### src/hw/pic_regs.svh
// register offsets, field positions, reset values and timing counts of the
// priority interrupt controller; assumes a 4-bit address, 4-bit data I/O port
`ifndef PIC_REGS_SVH
`define PIC_REGS_SVH

// 16 primary I/O addresses
`define PIC_ADDR_W        4
`define PIC_DATA_W        4
`define PIC_A_PEND_LO     4'h0
`define PIC_A_PEND_HI     4'h1
`define PIC_A_ACT_LO      4'h2
`define PIC_A_ACT_HI      4'h3
`define PIC_A_FLAGS       4'h4
`define PIC_A_CTRL_BASE   4'h8
`define PIC_A_CTRL_SEL    3

// condition_flags layout
`define PIC_F_IRQ_EN      0
`define PIC_F_BRANCH      1
`define PIC_F_CARRY       2
`define PIC_FLAGS_RST     4'h0

// per-source control nibble layout
`define PIC_C_ENABLE      3
`define PIC_C_LVL_HI      1
`define PIC_C_LVL_LO      0
`define PIC_CTRL_RST      4'h0

// levels and vectors
`define PIC_LEVELS        8
`define PIC_SOURCES       8
`define PIC_VEC_W         12
`define PIC_VEC0          12'h040
`define PIC_VEC1          12'h080
`define PIC_VEC2          12'h0C0
`define PIC_VEC3          12'h100
`define PIC_VEC4          12'h140
`define PIC_VEC5          12'h180
`define PIC_VEC6          12'h1C0
`define PIC_VEC7          12'h1E0

// source indices
`define PIC_S_PORTA       0
`define PIC_S_PORTB       1
`define PIC_S_PIN60       2
`define PIC_S_PIN61       3
`define PIC_S_ITA         4
`define PIC_S_ITB         5
`define PIC_S_TMR0        6
`define PIC_S_TMR1        7

// one machine cycle is this many core_clock cycles
`define PIC_MC_CLKS       2

`endif

### src/hw/pic_pkg.sv
// types shared by the interrupt controller and its sequencer partner
// assumes the register constants of pic_regs.svh
package pic_pkg;

  typedef enum logic [2:0] {
    OP_NONE,
    OP_IRQ_ON,
    OP_IRQ_OFF,
    OP_RET_IRQ,
    OP_SLEEP,
    OP_SET_BCF,
    OP_TOG_BF,
    OP_FLAGS_WR
  } cpu_op_t;

  typedef struct packed {
    logic       instr_end;
    logic       io_instr;
    cpu_op_t    op;
    logic [3:0] flags_wd;
  } cpu_req_t;

  typedef struct packed {
    logic        valid;
    logic [2:0]  level;
    logic [11:0] vector;
  } ack_t;

endpackage : pic_pkg

### src/hw/priority_interrupt_controller.sv
// eight-level priority interrupt controller with the condition flags
// assumes a sequencer on the same clock that presents its instruction
// status on machine-cycle enables and runs the short call on ack
//
// Design decisions made here: the register offsets and the strobed register port.
`timescale 1ns/1ps
`include "pic_regs.svh"

module priority_interrupt_controller #(
  parameter int LEVELS = `PIC_LEVELS,
  parameter int NSRC   = `PIC_SOURCES
) (
  input  wire logic                     CLK_SYS_I,   // core clock, 50 MHz
  input  wire logic                     RST_I,       // master reset, async high
  input  wire logic [`PIC_ADDR_W-1:0]   ADDR_I,      // I/O address
  input  wire logic [`PIC_DATA_W-1:0]   WDATA_I,     // I/O write nibble
  input  wire logic                     WR_I,        // write strobe
  input  wire logic                     RD_I,        // read strobe
  output logic      [`PIC_DATA_W-1:0]   RDATA_O,     // read nibble, next cycle
  input  wire logic [NSRC-1:0]          SRC_I,       // peripheral request pulses
  input  wire logic                     PIN60_I,     // external pin, any edge
  input  wire logic                     PIN61_I,     // external pin, any edge
  input  wire pic_pkg::cpu_req_t        CPU_I,       // sequencer status
  input  wire logic                     ALU_WE_I,    // alu updates branch/carry
  input  wire logic                     ALU_B_I,     // alu branch result
  input  wire logic                     ALU_C_I,     // alu carry result
  output logic                          MC_EN_O,     // machine-cycle enable
  output pic_pkg::ack_t                 ACK_O,       // acknowledge pulse
  output logic      [LEVELS-1:0]        PENDING_O,   // pending register
  output logic      [LEVELS-1:0]        ACTIVE_O,    // active register
  output logic      [3:0]               FLAGS_O      // condition_flags
);

  logic              mc_q;
  logic [LEVELS-1:0] pend_q, pend_d, act_q, act_d;
  logic [3:0]        flags_q, flags_d;
  logic [3:0]        ctrl_q [NSRC];
  logic [NSRC-1:0]   hold_q, hold_d, raw_req;
  logic [1:0]        p60_s, p61_s;
  logic              p60_old_q, p61_old_q;
  logic [3:0]        rdata_q;
  pic_pkg::ack_t     ack_q, ack_d;

  // machine-cycle divider
  always_ff @(posedge CLK_SYS_I or posedge RST_I) begin
    if (RST_I) mc_q <= 1'b0;
    else       mc_q <= ~mc_q;
  end

  wire mc_en    = mc_q;
  wire step     = mc_en & CPU_I.instr_end;
  wire take_hw  = mc_en & ~CPU_I.io_instr;
  wire op_taken = step & (CPU_I.op != pic_pkg::OP_NONE);
  wire is_ret   = step & (CPU_I.op == pic_pkg::OP_RET_IRQ);
  wire en_set_op = op_taken & ((CPU_I.op == pic_pkg::OP_IRQ_ON) |
                               (CPU_I.op == pic_pkg::OP_RET_IRQ) |
                               (CPU_I.op == pic_pkg::OP_SLEEP));

  // pins cross from outside; only the second stage is looked at
  always_ff @(posedge CLK_SYS_I or posedge RST_I) begin
    if (RST_I) begin
      p60_s     <= 2'h0;
      p61_s     <= 2'h0;
      p60_old_q <= 1'b0;
      p61_old_q <= 1'b0;
    end else begin
      p60_s     <= {p60_s[0], PIN60_I};
      p61_s     <= {p61_s[0], PIN61_I};
      p60_old_q <= p60_s[1];
      p61_old_q <= p61_s[1];
    end
  end

  wire p60_edge = p60_s[1] ^ p60_old_q;
  wire p61_edge = p61_s[1] ^ p61_old_q;

  // bus decode
  wire wr_pend_lo = WR_I & (ADDR_I == `PIC_A_PEND_LO);
  wire wr_pend_hi = WR_I & (ADDR_I == `PIC_A_PEND_HI);
  wire wr_flags   = WR_I & (ADDR_I == `PIC_A_FLAGS);
  wire in_ctrl    = ADDR_I[`PIC_A_CTRL_SEL];
  wire [2:0] ctrl_idx = ADDR_I[2:0];

  // per-source capture, mask and level routing
  logic [LEVELS-1:0] src_lvl [NSRC];
  logic [LEVELS-1:0] hw_set;

  for (genvar s = 0; s < NSRC; s++) begin : g_src
    wire [1:0] sel = ctrl_q[s][`PIC_C_LVL_HI:`PIC_C_LVL_LO];
    logic [2:0] lvl;
    always_comb begin
      case (s)
        `PIC_S_PORTA, `PIC_S_PORTB, `PIC_S_PIN60, `PIC_S_TMR0:
          lvl = {sel, 1'b1};
        `PIC_S_ITA: lvl = sel[0] ? 3'h5 : 3'h1;
        `PIC_S_ITB: lvl = sel[0] ? 3'h6 : 3'h2;
        default:    lvl = {sel, 1'b0};
      endcase
    end
    assign raw_req[s] = (s == `PIC_S_PIN60) ? p60_edge :
                        (s == `PIC_S_PIN61) ? p61_edge : SRC_I[s];
    // a request in an I/O cycle waits here for the next sample
    assign hold_d[s] = (hold_q[s] & ~take_hw) |
                       (raw_req[s] & ctrl_q[s][`PIC_C_ENABLE]);
    assign src_lvl[s] = (hold_q[s] & take_hw) ?
                        (LEVELS'(1) << lvl) : '0;
    always_ff @(posedge CLK_SYS_I or posedge RST_I) begin
      if (RST_I)                       ctrl_q[s] <= `PIC_CTRL_RST;
      else if (WR_I & in_ctrl &
               (ctrl_idx == 3'(s)))    ctrl_q[s] <= WDATA_I;
    end
  end

  always_comb begin
    hw_set = '0;
    for (int s = 0; s < NSRC; s++) hw_set = hw_set | src_lvl[s];
  end

  // software requests set bits only, nibble by nibble
  wire [LEVELS-1:0] sw_set = {wr_pend_hi ? WDATA_I : 4'h0,
                              wr_pend_lo ? WDATA_I : 4'h0};

  function automatic logic [3:0] top_of(input logic [LEVELS-1:0] v);
    logic [3:0] t;
    t = 4'hF;
    for (int i = 0; i < LEVELS; i++)
      if (v[i]) t = 4'(i);
    return t;
  endfunction : top_of

  function automatic logic [11:0] vec_of(input logic [2:0] l);
    case (l)
      3'h0:    return `PIC_VEC0;
      3'h1:    return `PIC_VEC1;
      3'h2:    return `PIC_VEC2;
      3'h3:    return `PIC_VEC3;
      3'h4:    return `PIC_VEC4;
      3'h5:    return `PIC_VEC5;
      3'h6:    return `PIC_VEC6;
      default: return `PIC_VEC7;
    endcase
  endfunction : vec_of

  // 4'hF marks "none"; levels compare on bits 2:0 only, with act_q == '0 standing in for none
  wire [3:0] top_wait = top_of(pend_q & ~act_q);
  wire [3:0] top_act  = top_of(act_q);
  wire       have_wait = (pend_q & ~act_q) != '0;
  wire       above_act = (act_q == '0) || (top_wait[2:0] > top_act[2:0]);
  wire       irq_en    = flags_q[`PIC_F_IRQ_EN];
  wire       grant     = step & ~is_ret & irq_en & have_wait & above_act;
  wire [2:0] ret_lvl   = top_act[2:0];
  wire [LEVELS-1:0] ret_clr = (is_ret && act_q != '0) ?
                              (LEVELS'(1) << ret_lvl) : '0;
  wire [LEVELS-1:0] ack_set = grant ? (LEVELS'(1) << top_wait[2:0]) : '0;

  wire [LEVELS-1:0] pend_set = hw_set | sw_set;

  // new requests win over the clear of the same cycle
  assign pend_d = (pend_q & ~ret_clr) | hw_set | sw_set;
  assign act_d  = (act_q & ~ret_clr) | ack_set;

  always_comb begin
    ack_d        = '0;
    ack_d.valid  = grant;
    ack_d.level  = top_wait[2:0];
    ack_d.vector = grant ? vec_of(top_wait[2:0]) : '0;
  end

  // condition flags; a direct write may clear enable but never set it
  always_comb begin
    flags_d = flags_q;
    if (ALU_WE_I) begin
      flags_d[`PIC_F_BRANCH] = ALU_B_I;
      flags_d[`PIC_F_CARRY]  = ALU_C_I;
    end
    if (wr_flags) begin
      flags_d[`PIC_F_BRANCH] = WDATA_I[`PIC_F_BRANCH];
      flags_d[`PIC_F_CARRY]  = WDATA_I[`PIC_F_CARRY];
      flags_d[`PIC_F_IRQ_EN] = irq_en & WDATA_I[`PIC_F_IRQ_EN];
    end
    if (op_taken) begin
      case (CPU_I.op)
        pic_pkg::OP_IRQ_ON,
        pic_pkg::OP_RET_IRQ,
        pic_pkg::OP_SLEEP:   flags_d[`PIC_F_IRQ_EN] = 1'b1;
        pic_pkg::OP_IRQ_OFF: flags_d[`PIC_F_IRQ_EN] = 1'b0;
        pic_pkg::OP_SET_BCF: begin
          flags_d[`PIC_F_BRANCH] = 1'b1;
          flags_d[`PIC_F_CARRY]  = 1'b1;
        end
        pic_pkg::OP_TOG_BF:  flags_d[`PIC_F_BRANCH] = ~flags_q[`PIC_F_BRANCH];
        pic_pkg::OP_FLAGS_WR: begin
          flags_d[`PIC_F_BRANCH] = CPU_I.flags_wd[`PIC_F_BRANCH];
          flags_d[`PIC_F_CARRY]  = CPU_I.flags_wd[`PIC_F_CARRY];
          flags_d[`PIC_F_IRQ_EN] = irq_en & CPU_I.flags_wd[`PIC_F_IRQ_EN];
        end
        default: ;
      endcase
    end
    flags_d[3] = 1'b0;
  end

  // read mux on the 16 primary addresses
  logic [3:0] rd_mux;
  always_comb begin
    case (ADDR_I)
      `PIC_A_PEND_LO: rd_mux = pend_q[3:0];
      `PIC_A_PEND_HI: rd_mux = pend_q[7:4];
      `PIC_A_ACT_LO:  rd_mux = act_q[3:0];
      `PIC_A_ACT_HI:  rd_mux = act_q[7:4];
      `PIC_A_FLAGS:   rd_mux = flags_q;
      default:        rd_mux = in_ctrl ? ctrl_q[ctrl_idx] : 4'h0;
    endcase
  end

  always_ff @(posedge CLK_SYS_I or posedge RST_I) begin
    if (RST_I) begin
      pend_q  <= '0;
      act_q   <= '0;
      flags_q <= `PIC_FLAGS_RST;
      hold_q  <= '0;
      ack_q   <= '0;
      rdata_q <= 4'h0;
    end else begin
      pend_q  <= pend_d;
      act_q   <= act_d;
      flags_q <= flags_d;
      hold_q  <= hold_d;
      ack_q   <= ack_d;
      rdata_q <= RD_I ? rd_mux : 4'h0;
    end
  end

  assign RDATA_O   = rdata_q;
  assign MC_EN_O   = mc_q;
  assign ACK_O     = ack_q;
  assign PENDING_O = pend_q;
  assign ACTIVE_O  = act_q;
  assign FLAGS_O   = flags_q;

  // checks
  property p_mc_period;
    @(posedge CLK_SYS_I) disable iff (RST_I)
      mc_q |=> !mc_q ##1 mc_q;
  endproperty
  a_mc_period: assert property (p_mc_period)
    else $error("machine cycle is not two clocks");

  property p_ack_gated;
    @(posedge CLK_SYS_I) disable iff (RST_I)
      ack_q.valid |-> $past(flags_q[`PIC_F_IRQ_EN]) && $past(mc_q);
  endproperty
  a_ack_gated: assert property (p_ack_gated)
    else $error("ack issued with enable clear");

  property p_ack_active;
    @(posedge CLK_SYS_I) disable iff (RST_I)
      ack_q.valid |-> act_q[ack_q.level] &&
                      (($past(act_q) & (LEVELS'(1) << ack_q.level)) == '0);
  endproperty
  a_ack_active: assert property (p_ack_active)
    else $error("active bit not set on ack");

  property p_ack_prio;
    @(posedge CLK_SYS_I) disable iff (RST_I)
      ack_q.valid |-> ($past(act_q) == '0) ||
                      (ack_q.level > $past(top_act[2:0]));
  endproperty
  a_ack_prio: assert property (p_ack_prio)
    else $error("ack below an active level");

  property p_ack_vector;
    @(posedge CLK_SYS_I) disable iff (RST_I)
      // kept apart from the vector table: the lower seven are evenly spaced
      ack_q.valid |-> ack_q.vector == ((ack_q.level == 3'(`PIC_LEVELS - 1)) ? `PIC_VEC7 :
                                       12'(`PIC_VEC0 * (12'(ack_q.level) + 12'h001)));
  endproperty
  a_ack_vector: assert property (p_ack_vector)
    else $error("wrong vector for level");

  property p_ret_clear;
    @(posedge CLK_SYS_I) disable iff (RST_I)
      (is_ret && act_q != '0) |=> !act_q[$past(ret_lvl)] && flags_q[`PIC_F_IRQ_EN];
  endproperty
  a_ret_clear: assert property (p_ret_clear)
    else $error("return left level active or enable clear");

  property p_irq_off;
    @(posedge CLK_SYS_I) disable iff (RST_I)
      (step && CPU_I.op == pic_pkg::OP_IRQ_OFF) |=>
        !flags_q[`PIC_F_IRQ_EN] ##1 !ack_q.valid;
  endproperty
  a_irq_off: assert property (p_irq_off)
    else $error("enable not cleared by irq_off");

  property p_io_hold;
    @(posedge CLK_SYS_I) disable iff (RST_I)
      (!take_hw && !WR_I && !is_ret) |=> pend_q == $past(pend_q);
  endproperty
  a_io_hold: assert property (p_io_hold)
    else $error("pending changed outside a sample cycle");

  property p_grant;
    @(posedge CLK_SYS_I) disable iff (RST_I)
      (step && !is_ret && irq_en && have_wait && above_act) |=> ack_q.valid;
  endproperty
  a_grant: assert property (p_grant)
    else $error("eligible request not acknowledged");

  property p_reset_clear;
    @(posedge CLK_SYS_I) disable iff (RST_I)
      $fell(RST_I) |-> (pend_q == '0) && (act_q == '0) && !irq_en;
  endproperty
  a_reset_clear: assert property (p_reset_clear)
    else $error("state not clear after reset");

  property p_ack_pulse;
    @(posedge CLK_SYS_I) disable iff (RST_I)
      ack_q.valid |=> !ack_q.valid;
  endproperty
  a_ack_pulse: assert property (p_ack_pulse)
    else $error("ack longer than one cycle");

  // ack must not retire the request, so a repeat stays absorbed
  property p_ack_pend;
    @(posedge CLK_SYS_I) disable iff (RST_I)
      ack_q.valid |-> pend_q[ack_q.level];
  endproperty
  a_ack_pend: assert property (p_ack_pend)
    else $error("pending bit dropped at ack");

  // the edge that releases reset still samples it high: skip that one
  property p_act_rise;
    @(posedge CLK_SYS_I) disable iff (RST_I)
      !RST_I |-> (act_q & ~$past(act_q)) == $past(ack_set);
  endproperty
  a_act_rise: assert property (p_act_rise)
    else $error("active bit set outside an ack");

  property p_pend_keep;
    @(posedge CLK_SYS_I) disable iff (RST_I)
      !RST_I |-> (($past(pend_q) & ~pend_q) & ~$past(ret_clr)) == '0;
  endproperty
  a_pend_keep: assert property (p_pend_keep)
    else $error("pending bit lost without a return");

  property p_ret_pend;
    @(posedge CLK_SYS_I) disable iff (RST_I)
      (is_ret && act_q != '0) |=> (pend_q & ~$past(pend_set) & $past(ret_clr)) == '0;
  endproperty
  a_ret_pend: assert property (p_ret_pend)
    else $error("return left serviced level pending");

  property p_en_set;
    @(posedge CLK_SYS_I) disable iff (RST_I)
      $rose(irq_en) |-> $past(en_set_op);
  endproperty
  a_en_set: assert property (p_en_set)
    else $error("enable set by other than on, return or sleep");

  property p_sw_set;
    @(posedge CLK_SYS_I) disable iff (RST_I)
      wr_pend_hi |=> (pend_q[7:4] & $past(WDATA_I)) == $past(WDATA_I);
  endproperty
  a_sw_set: assert property (p_sw_set)
    else $error("soft request not recorded in pending");

endmodule : priority_interrupt_controller

### config.mk
export PLATFORM = sky130hd
export DESIGN_NAME = priority_interrupt_controller
export DESIGN_NICKNAME = d
export VERILOG_FILES = /design/src/hw/pic_pkg.sv /design/src/hw/priority_interrupt_controller.sv
export VERILOG_INCLUDE_DIRS = /design/src /design/src/hw
export SDC_FILE = /design/constraint.sdc
export NUM_CORES = 1
export LEC_CHECK = 0
export ABC_AREA = 1
export BUFFER_PORTS_ARGS = -buffer_cell sky130_fd_sc_hd__buf_2
export CORE_MARGIN = 10
export CORE_UTILIZATION = 25
export CTS_CLUSTER_DIAMETER = 200
export CTS_CLUSTER_SIZE = 25
export DETAILED_ROUTE_END_ITERATION = 10
export PLACE_DENSITY = 0.52
export SYNTH_ARGS = -nofsm -noshare
export SYNTH_HDL_FRONTEND = slang
export SYNTH_SLANG_ARGS = --single-unit
### constraint.sdc
create_clock -name CLK_SYS_I -period 2.6 [get_ports CLK_SYS_I]
set_clock_uncertainty 0.2 [all_clocks]
set_input_delay 0.52 -clock CLK_SYS_I [delete_from_list [all_inputs] [get_ports CLK_SYS_I]]
set_output_delay 0.52 -clock CLK_SYS_I [all_outputs]
set_load 0.01 [all_outputs]
==> impl_metrics.py, run 1 <==
metrics = {
    "outcome": {
        "status": "completed",
    },
    "synthesis": {
        "syn_avg_cell_area_um2": 7.90,
        "yosysWarningCount": 0,
        "synth_seq_cells": 78,
        "synth_cell_type_count": 41,
        "ys_seq_area_frac": 0.474,
        "syn_inst": 521,
        "netlist_area_um2": 4110,
    },
    "critical_path": {
        "critPathKind": "reg2reg",
        "start_kind": "flop",
        "cp-end-kind": "flop",
        "path_max_fanout": 9,
        "arrival_ns": 2.40,
        "critPathRequiredTime_ns": 2.63,
    },
    "cells_and_area": {
        "area_growth_pct": 22.1,
        "n_antenna_cell": 0,
        "num-fill-cells": 1745,
        "final_area_um2": 5020,
        "multi_input_area_um2": 1830,
        "nets": 640,
        "seq_area_um2": 1950,
        "layout-drive-gt1-share": 0.216,
    },
    "global_route": {
        "grt_pass1_wl_mm": 21.4,
        "gr-total-overflow": 0,
        "antenna_found_initial": 0,
        "grt_pass1_vias": 3958,
        "grt_usage": 0.122,
        "grt_start_max_net_pins": 79,
    },
    "clocking": {
        "htree_levels": 3,
        "post_cts_buffers": 0,
        "cts_tree": "built",
        "root_buffer": "clkbuf_16",
        "post_cts_resized": 0,
        "hold_buffers": 0,
        "clk-insertion-delay-late_ns": 0.34,
        "clk_pin_slew_ns": 0.06,
        "clock_sinks": 78,
        "clk_path_buf_depth": 2,
        "numCtsBuffers": 9,
    },
    "sta": {
        "rsz0062_at_grt": "false",
        "fin_crit_ns": 2.37,
        "finalSetupTns_ns": 0,
        "worst_slack_ns": 0.229,
        "holdWs_ns": 0.0818,
        "worst_pin_slew_ns": 0.525,
        "fin_crit_sh": 0.912,
        "fmax_mhz": 422,
        "finalSetupViolCount": 0,
        "hold_viol": 0,
        "maxSlewViolCount": 0,
        "maxSlewHeadroom": 0.649,
    },
    "run": {
        "max_cap_violations": 0,
    },
    "floorplanning": {
        "initial_core_util": 0.257,
        "num_io_pins": 75,
        "die_h_um": 148,
        "rows": 46,
        "core_area_um2": 16000,
        "die_area_um2": 22000,
        "die_w_um": 148,
    },
    "drt": {
        "drt_pass1_iterations": 4,
        "wl_per_cell_um": 16.2,
        "vias": 3862,
        "routed_wl_mm": 13.4,
        "ant_nets": 0,
        "post-route-drc-count": 0,
        "dr.first_iter.drc_count": 250,
        "detail_route.vias_per_cell": 4.70,
    },
    "pwr": {
        "ir_drop_v": 0.000396,
        "powerDensity_nw_per_um2": 935,
        "leakagePower_nw": 2.46,
    },
    "placement": {
        "dpl_cell_area_um2": 4760,
        "place_ws_ns": 0.283,
        "hpwlAfterDp_mm": 10.4,
        "routabilityCongestion": 0.930,
        "port_buffers": 62,
    },
    "hold_path": {
        "hp-class": "in2async",
    },
}
==> per-stage QoR <==
| step | total power, mW | util | instances |
|---|---|---|---|
| detailed placement | 3.56 | 0.298 | 809 |
| global placement | 3.52 | 0.298 | 809 |
| CTS | 4.73 | 0.314 | 822 |
| finish | 4.70 | 0.314 | 822 |
| floorplan | 2.93 | - | 529 |
| global route | 5.04 | 0.314 | 822 |
==> final timing paths <==
path | cells past startpoint | startpoint | slack [ns] | endpoint
min in group CLK_SYS_I | 1 | PIN61_I | 0.08 | p61_s[0]
worst min-delay path | 3 | RST_I | 0.08 | ACK_O[13]
worst min register to register | 0 | p60_s[0] | 0.15 | p60_s[1]
worst max-delay path | 16 | ACTIVE_O[4] | 0.23 | ACTIVE_O[0]
worst max register to register | 16 | ACTIVE_O[4] | 0.23 | ACTIVE_O[0]
max in group asynchronous | 3 | RST_I | 1.78 | ctrl_q[10]
==> layout make-up <==
cell class,instances,area share
clock inverter,1,0.00149
sequential,78,0.388
clock buffer,12,0.0510
tap,216,0.0538
inverter,75,0.0570
multi-input combinational,365,0.365
timing repair buffer,75,0.0837
==> state kept, by name, summed over array words and instances, names as in the netlist, 3 cells and up <==
name       flops
ctrl_q        32
FLAGS_O        3
ACTIVE_O       8
hold_q         8
ACK_O          8
RDATA_O        4
PENDING_O      8
==> where the power goes <==
part | internal (mW) | switching [mW] | total (mW)
registers | 1.47 | 0.241 | 1.71
logic | 0.620 | 1.21 | 1.83
clock network | 0.682 | 0.478 | 1.16
==> worst max-delay path, cell delays in order, from the launching register on <==
cell and delay, ns:
dfrtp_1 0.49, inv_2 0.07, nand2_2 0.08, nand2_2 0.08, nor2_4 0.12, inv_2 0.04, nor2_2 0.16, inv_2 0.07
ha_1 0.33, nand3_1 0.10, nand2_1 0.05, inv_1 0.05, nand2_1 0.08, nand2_2 0.08, nand2_4 0.09, nand3_1 0.10
nand2_1 0.06
==> synth_stat cells, drive strengths merged <==
cell | count | share of area
clkinv | 2 | 0.0021
a32oi | 2 | 0.0043
inv | 73 | 0.067
o31ai | 1 | 0.0018
a31oi | 2 | 0.0030
nand2 | 154 | 0.16
o22ai | 11 | 0.017
dfrtp | 78 | 0.47
a31o | 1 | 0.0021
a21oi | 10 | 0.012
a221oi | 5 | 0.011
nand4 | 7 | 0.011
o221ai | 1 | 0.0021
nor2 | 41 | 0.042
nand3 | 34 | 0.043
o2111ai | 4 | 0.0085
a311oi | 1 | 0.0021
o311ai | 1 | 0.0021
or2 | 2 | 0.0030
nor4 | 1 | 0.0015
ha | 2 | 0.0061
buf | 11 | 0.019
a211oi | 1 | 0.0049
o21ai | 55 | 0.067
o211ai | 3 | 0.0055
mux2 | 1 | 0.0027
a22oi | 7 | 0.013
nor3 | 9 | 0.016
conb | 1 | 0.00091
==> placed cells by master, fill, tap and decap left out, types with 2 or more instances in the layout <==
master / count
a22oi_1: 7
inv_1: 60
nand4_1: 7
o22ai_1: 11
o21ai_1: 2
nand2_2: 11
nand3_1: 33
ha_1: 2
inv_2: 12
nand2_4: 5
buf_4: 12
nor3_2: 2
o21ai_0: 53
conb_1: 9
nor2_2: 5
o2111ai_1: 4
clkbuf_8: 2
buf_2: 62
nor2_1: 35
clkbuf_16: 9
nand2_1: 138
a31oi_1: 2
o211ai_1: 3
clkinvlp_4: 2
a32oi_1: 2
nor3_1: 6
dfrtp_1: 78
a21oi_1: 10
a221oi_1: 5
==> layer usage <==
layer	track usage	up-vias	share of wire	routed length, um
met5	0	-	0	0
met4	0.0396	0	0.017	225
met3	0.0376	24	0.058	777
met2	0.193	123	0.47	6240
met1	0.156	1840	0.46	6110
li1	-	1875	-	-
==> kinds of logic (layout without fill, tap and decap cells) <==
logic type	count (synthesis)	count (layout)	synth area share
AOI/OAI and AO/OA	105	105	0.156
adders and majority gates	2	2	0.00608
muxes	1	1	0.00274
and+or+nand+nor	248	248	0.273
buffers and inverters	86	163	0.0876
DFF	78	78	0.474
other	1	9	0.000912
(Power assumes the default switching activity.)
==> run 2, diff against run 1 <==
--- a/config.mk
+++ b/config.mk
@@ -8,12 +8,14 @@
 export LEC_CHECK = 0
 export ABC_AREA = 1
 export BUFFER_PORTS_ARGS = -buffer_cell sky130_fd_sc_hd__buf_2
+export CELL_PAD_IN_SITES_DETAIL_PLACEMENT = 1
+export CELL_PAD_IN_SITES_GLOBAL_PLACEMENT = 1
 export CORE_MARGIN = 10
 export CORE_UTILIZATION = 25
 export CTS_CLUSTER_DIAMETER = 200
 export CTS_CLUSTER_SIZE = 25
 export DETAILED_ROUTE_END_ITERATION = 10
-export PLACE_DENSITY = 0.52
+export PLACE_DENSITY = 0.63
 export SYNTH_ARGS = -nofsm -noshare
 export SYNTH_HDL_FRONTEND = slang
 export SYNTH_SLANG_ARGS = --single-unit
==> run 2 against run 1 <==
Die area did not move. Wire length rose by 8.0%. Via count is 0.23% lower. Largest power group unchanged. Sequential power about the same. Global-route usage rose by 1.1 points. First-iteration DRC count fell by 5.2%. Sequential share of layout area decreased by 0.40 points. Hold slack worse by 0.0059 ns. Worst setup slack improved by 0.057 ns. Power is 3.7% higher. Critical path depth fell by 1. Highest routed layer unchanged.
==> impl_metrics.py, run 2 (synthesis results as in run 1) <==
metrics = {
    "cells_and_area": {
        "layout.cells.non_filler": 828,
        "area_growth_pct": 23.4,
        "layout_common_cells": "138 x nand2_1, 78 x dfrtp_1, 62 x buf_2",
        "final_common_cell": "nand2_1",
        "layout-drive-gt1-share": 0.221,
        "n_antenna_cell": 0,
        "nets": 643,
        "largest_reg_flops": 32,
        "largest_register": "ctrl_q",
        "final_area_um2": 5080,
    },
    "floorplanning": {
        "num_io_pins": 75,
        "rows": 46,
        "die_w_um": 148,
        "die_h_um": 148,
        "initial_core_util": 0.257,
        "core_area_um2": 16000,
        "die_area_um2": 22000,
    },
    "hold_path": {
        "min-delay-start": "PIN60_I",
        "hp-class": "in2reg",
        "whs_endpoint": "p60_s[0]",
        "hold_depth": 1,
    },
    "sta": {
        "maxSlewViolCount": 0,
        "rsz0062_at_grt": "false",
        "finalSetupViolCount": 0,
        "worst_slack_ns": 0.286,
        "hold_viol": 0,
        "fin_crit_sh": 0.890,
        "finalSetupTns_ns": 0,
        "fin_crit_ns": 2.31,
        "fmax_mhz": 432,
        "maxSlewHeadroom": 0.617,
        "worst_pin_slew_ns": 0.573,
    },
    "drt": {
        "detail_route.vias_per_cell": 4.65,
        "routed_wl_mm": 14.4,
        "vias": 3853,
        "post-route-drc-count": 0,
        "dr.first_iter.drc_count": 237,
        "drt_pass1_iterations": 4,
        "wl_per_cell_um": 17.4,
        "ant_nets": 0,
    },
    "pwr": {
        "leakagePower_nw": 2.48,
        "power_mw": 4.87,
        "ir_drop_v": 0.000397,
        "powerDensity_nw_per_um2": 960,
    },
    "critical_path": {
        "worstReg2RegStart": "ACTIVE_O[1]",
        "cp-end-kind": "flop",
        "start_kind": "flop",
        "critPathKind": "reg2reg",
        "ff2ff_path_depth": 15,
        "critPathRequiredTime_ns": 2.63,
        "arrival_ns": 2.35,
        "r2r_slack_ns": 0.29,
        "regToRegEndpoint": "ACTIVE_O[3]",
        "path_max_fanout": 9,
    },
    "global_route": {
        "grt_usage": 0.134,
        "gr-total-overflow": 0,
        "grt_pass1_vias": 4203,
        "antenna_found_initial": 0,
        "grt_start_max_net_pins": 36,
        "grt_pass1_wl_mm": 23.1,
    },
    "clocking": {
        "clk-insertion-delay-late_ns": 0.35,
        "htree_levels": 3,
        "clock_sinks": 78,
        "root_buffer": "clkbuf_16",
        "numCtsBuffers": 9,
        "cts_tree": "built",
        "clk_pin_slew_ns": 0.06,
        "clk_path_buf_depth": 2,
    },
    "placement": {
        "routabilityCongestion": 0.909,
        "place_ws_ns": 0.262,
        "place_inst": 811,
        "port_buffers": 62,
        "hpwlAfterDp_mm": 11.7,
        "dpl_cell_area_um2": 4780,
    },
    "run": {
        "max_cap_violations": 0,
    },
    "outcome": {
        "status": "completed",
    },
}
## run 2: cell types whose count changed in the layout (fill, tap and decap cells not counted), sizes merged
cell,change
bufinv,+1
clkinvlp,+1
clkbuf,-1
dlygate4sd3,+1
inv,+1
buf,+2
clkinv,+1
## run 2: worst max-delay path: stages, from the launching register on
cell and delay [ns]:
dfrtp_1 0.41, inv_2 0.12, nand2_1 0.09, nand2_1 0.10, nor2_1 0.10, nor2_2 0.18
inv_2 0.05, ha_1 0.33, nand3_1 0.10, nand2_1 0.06, inv_1 0.05, nand2_1 0.06
nand2_2 0.08, nand2_4 0.10, nand3_1 0.11, nand2_1 0.07
## run 2: routing by layer
layer | vias to the layer above | global-route usage | part of all wire
met1 | 1877 | 0.166 | 0.45
met5 | - | 0 | 0
met3 | 14 | 0.0373 | 0.049
li1 | 1881 | - | -
met4 | 0 | 0.0382 | 0.014
met2 | 81 | 0.222 | 0.49
## run 2: stage by stage
stage               utilization  hold slack [ns]
floorplan                     -            0.131
global placement          0.298            0.134
detailed placement        0.298            0.136
CTS                       0.317           0.0615
global route              0.317           0.0590
finish                    0.317           0.0759
## run 2: worst max path at each step
| stage | start | end | cells past startpoint |
|---|---|---|---|
| 6_report | ACTIVE_O[1] | ACTIVE_O[3] | 15 |
| 5_1_grt | ACTIVE_O[1] | ACTIVE_O[3] | 15 |
| 4_1_cts | ACTIVE_O[1] | ACTIVE_O[3] | 15 |
| 3_5_place_dp | ACTIVE_O[1] | ACTIVE_O[3] | 15 |
| 3_3_place_gp | ACTIVE_O[1] | ACTIVE_O[4] | 15 |
| 2_1_floorplan | ACTIVE_O[7] | ACK_O[7] | 16 |
## run 2: power breakdown
| group | internal, mW | switching (mW) |
|---|---|---|
| clock network | 0.746 | 0.519 |
| registers | 1.47 | 0.212 |
| logic | 0.644 | 1.28 |
## run 2: area by class of cell
type	count	area (um2)
multi-input cells	365	1830
fillers	2002	10900
inverters	75	287
repair buffers	78	445
clock buffers	11	233
well taps	216	270
clock inverters	5	58.8
flip-flops and latches	78	1950
## run 2: what timing repair did
action                                 in CTS  in global routing
buffers inserted                            0                  0
resized for setup                           0                  0
hold buffers                                1                  0
endpoints found under the hold margin       1                  0
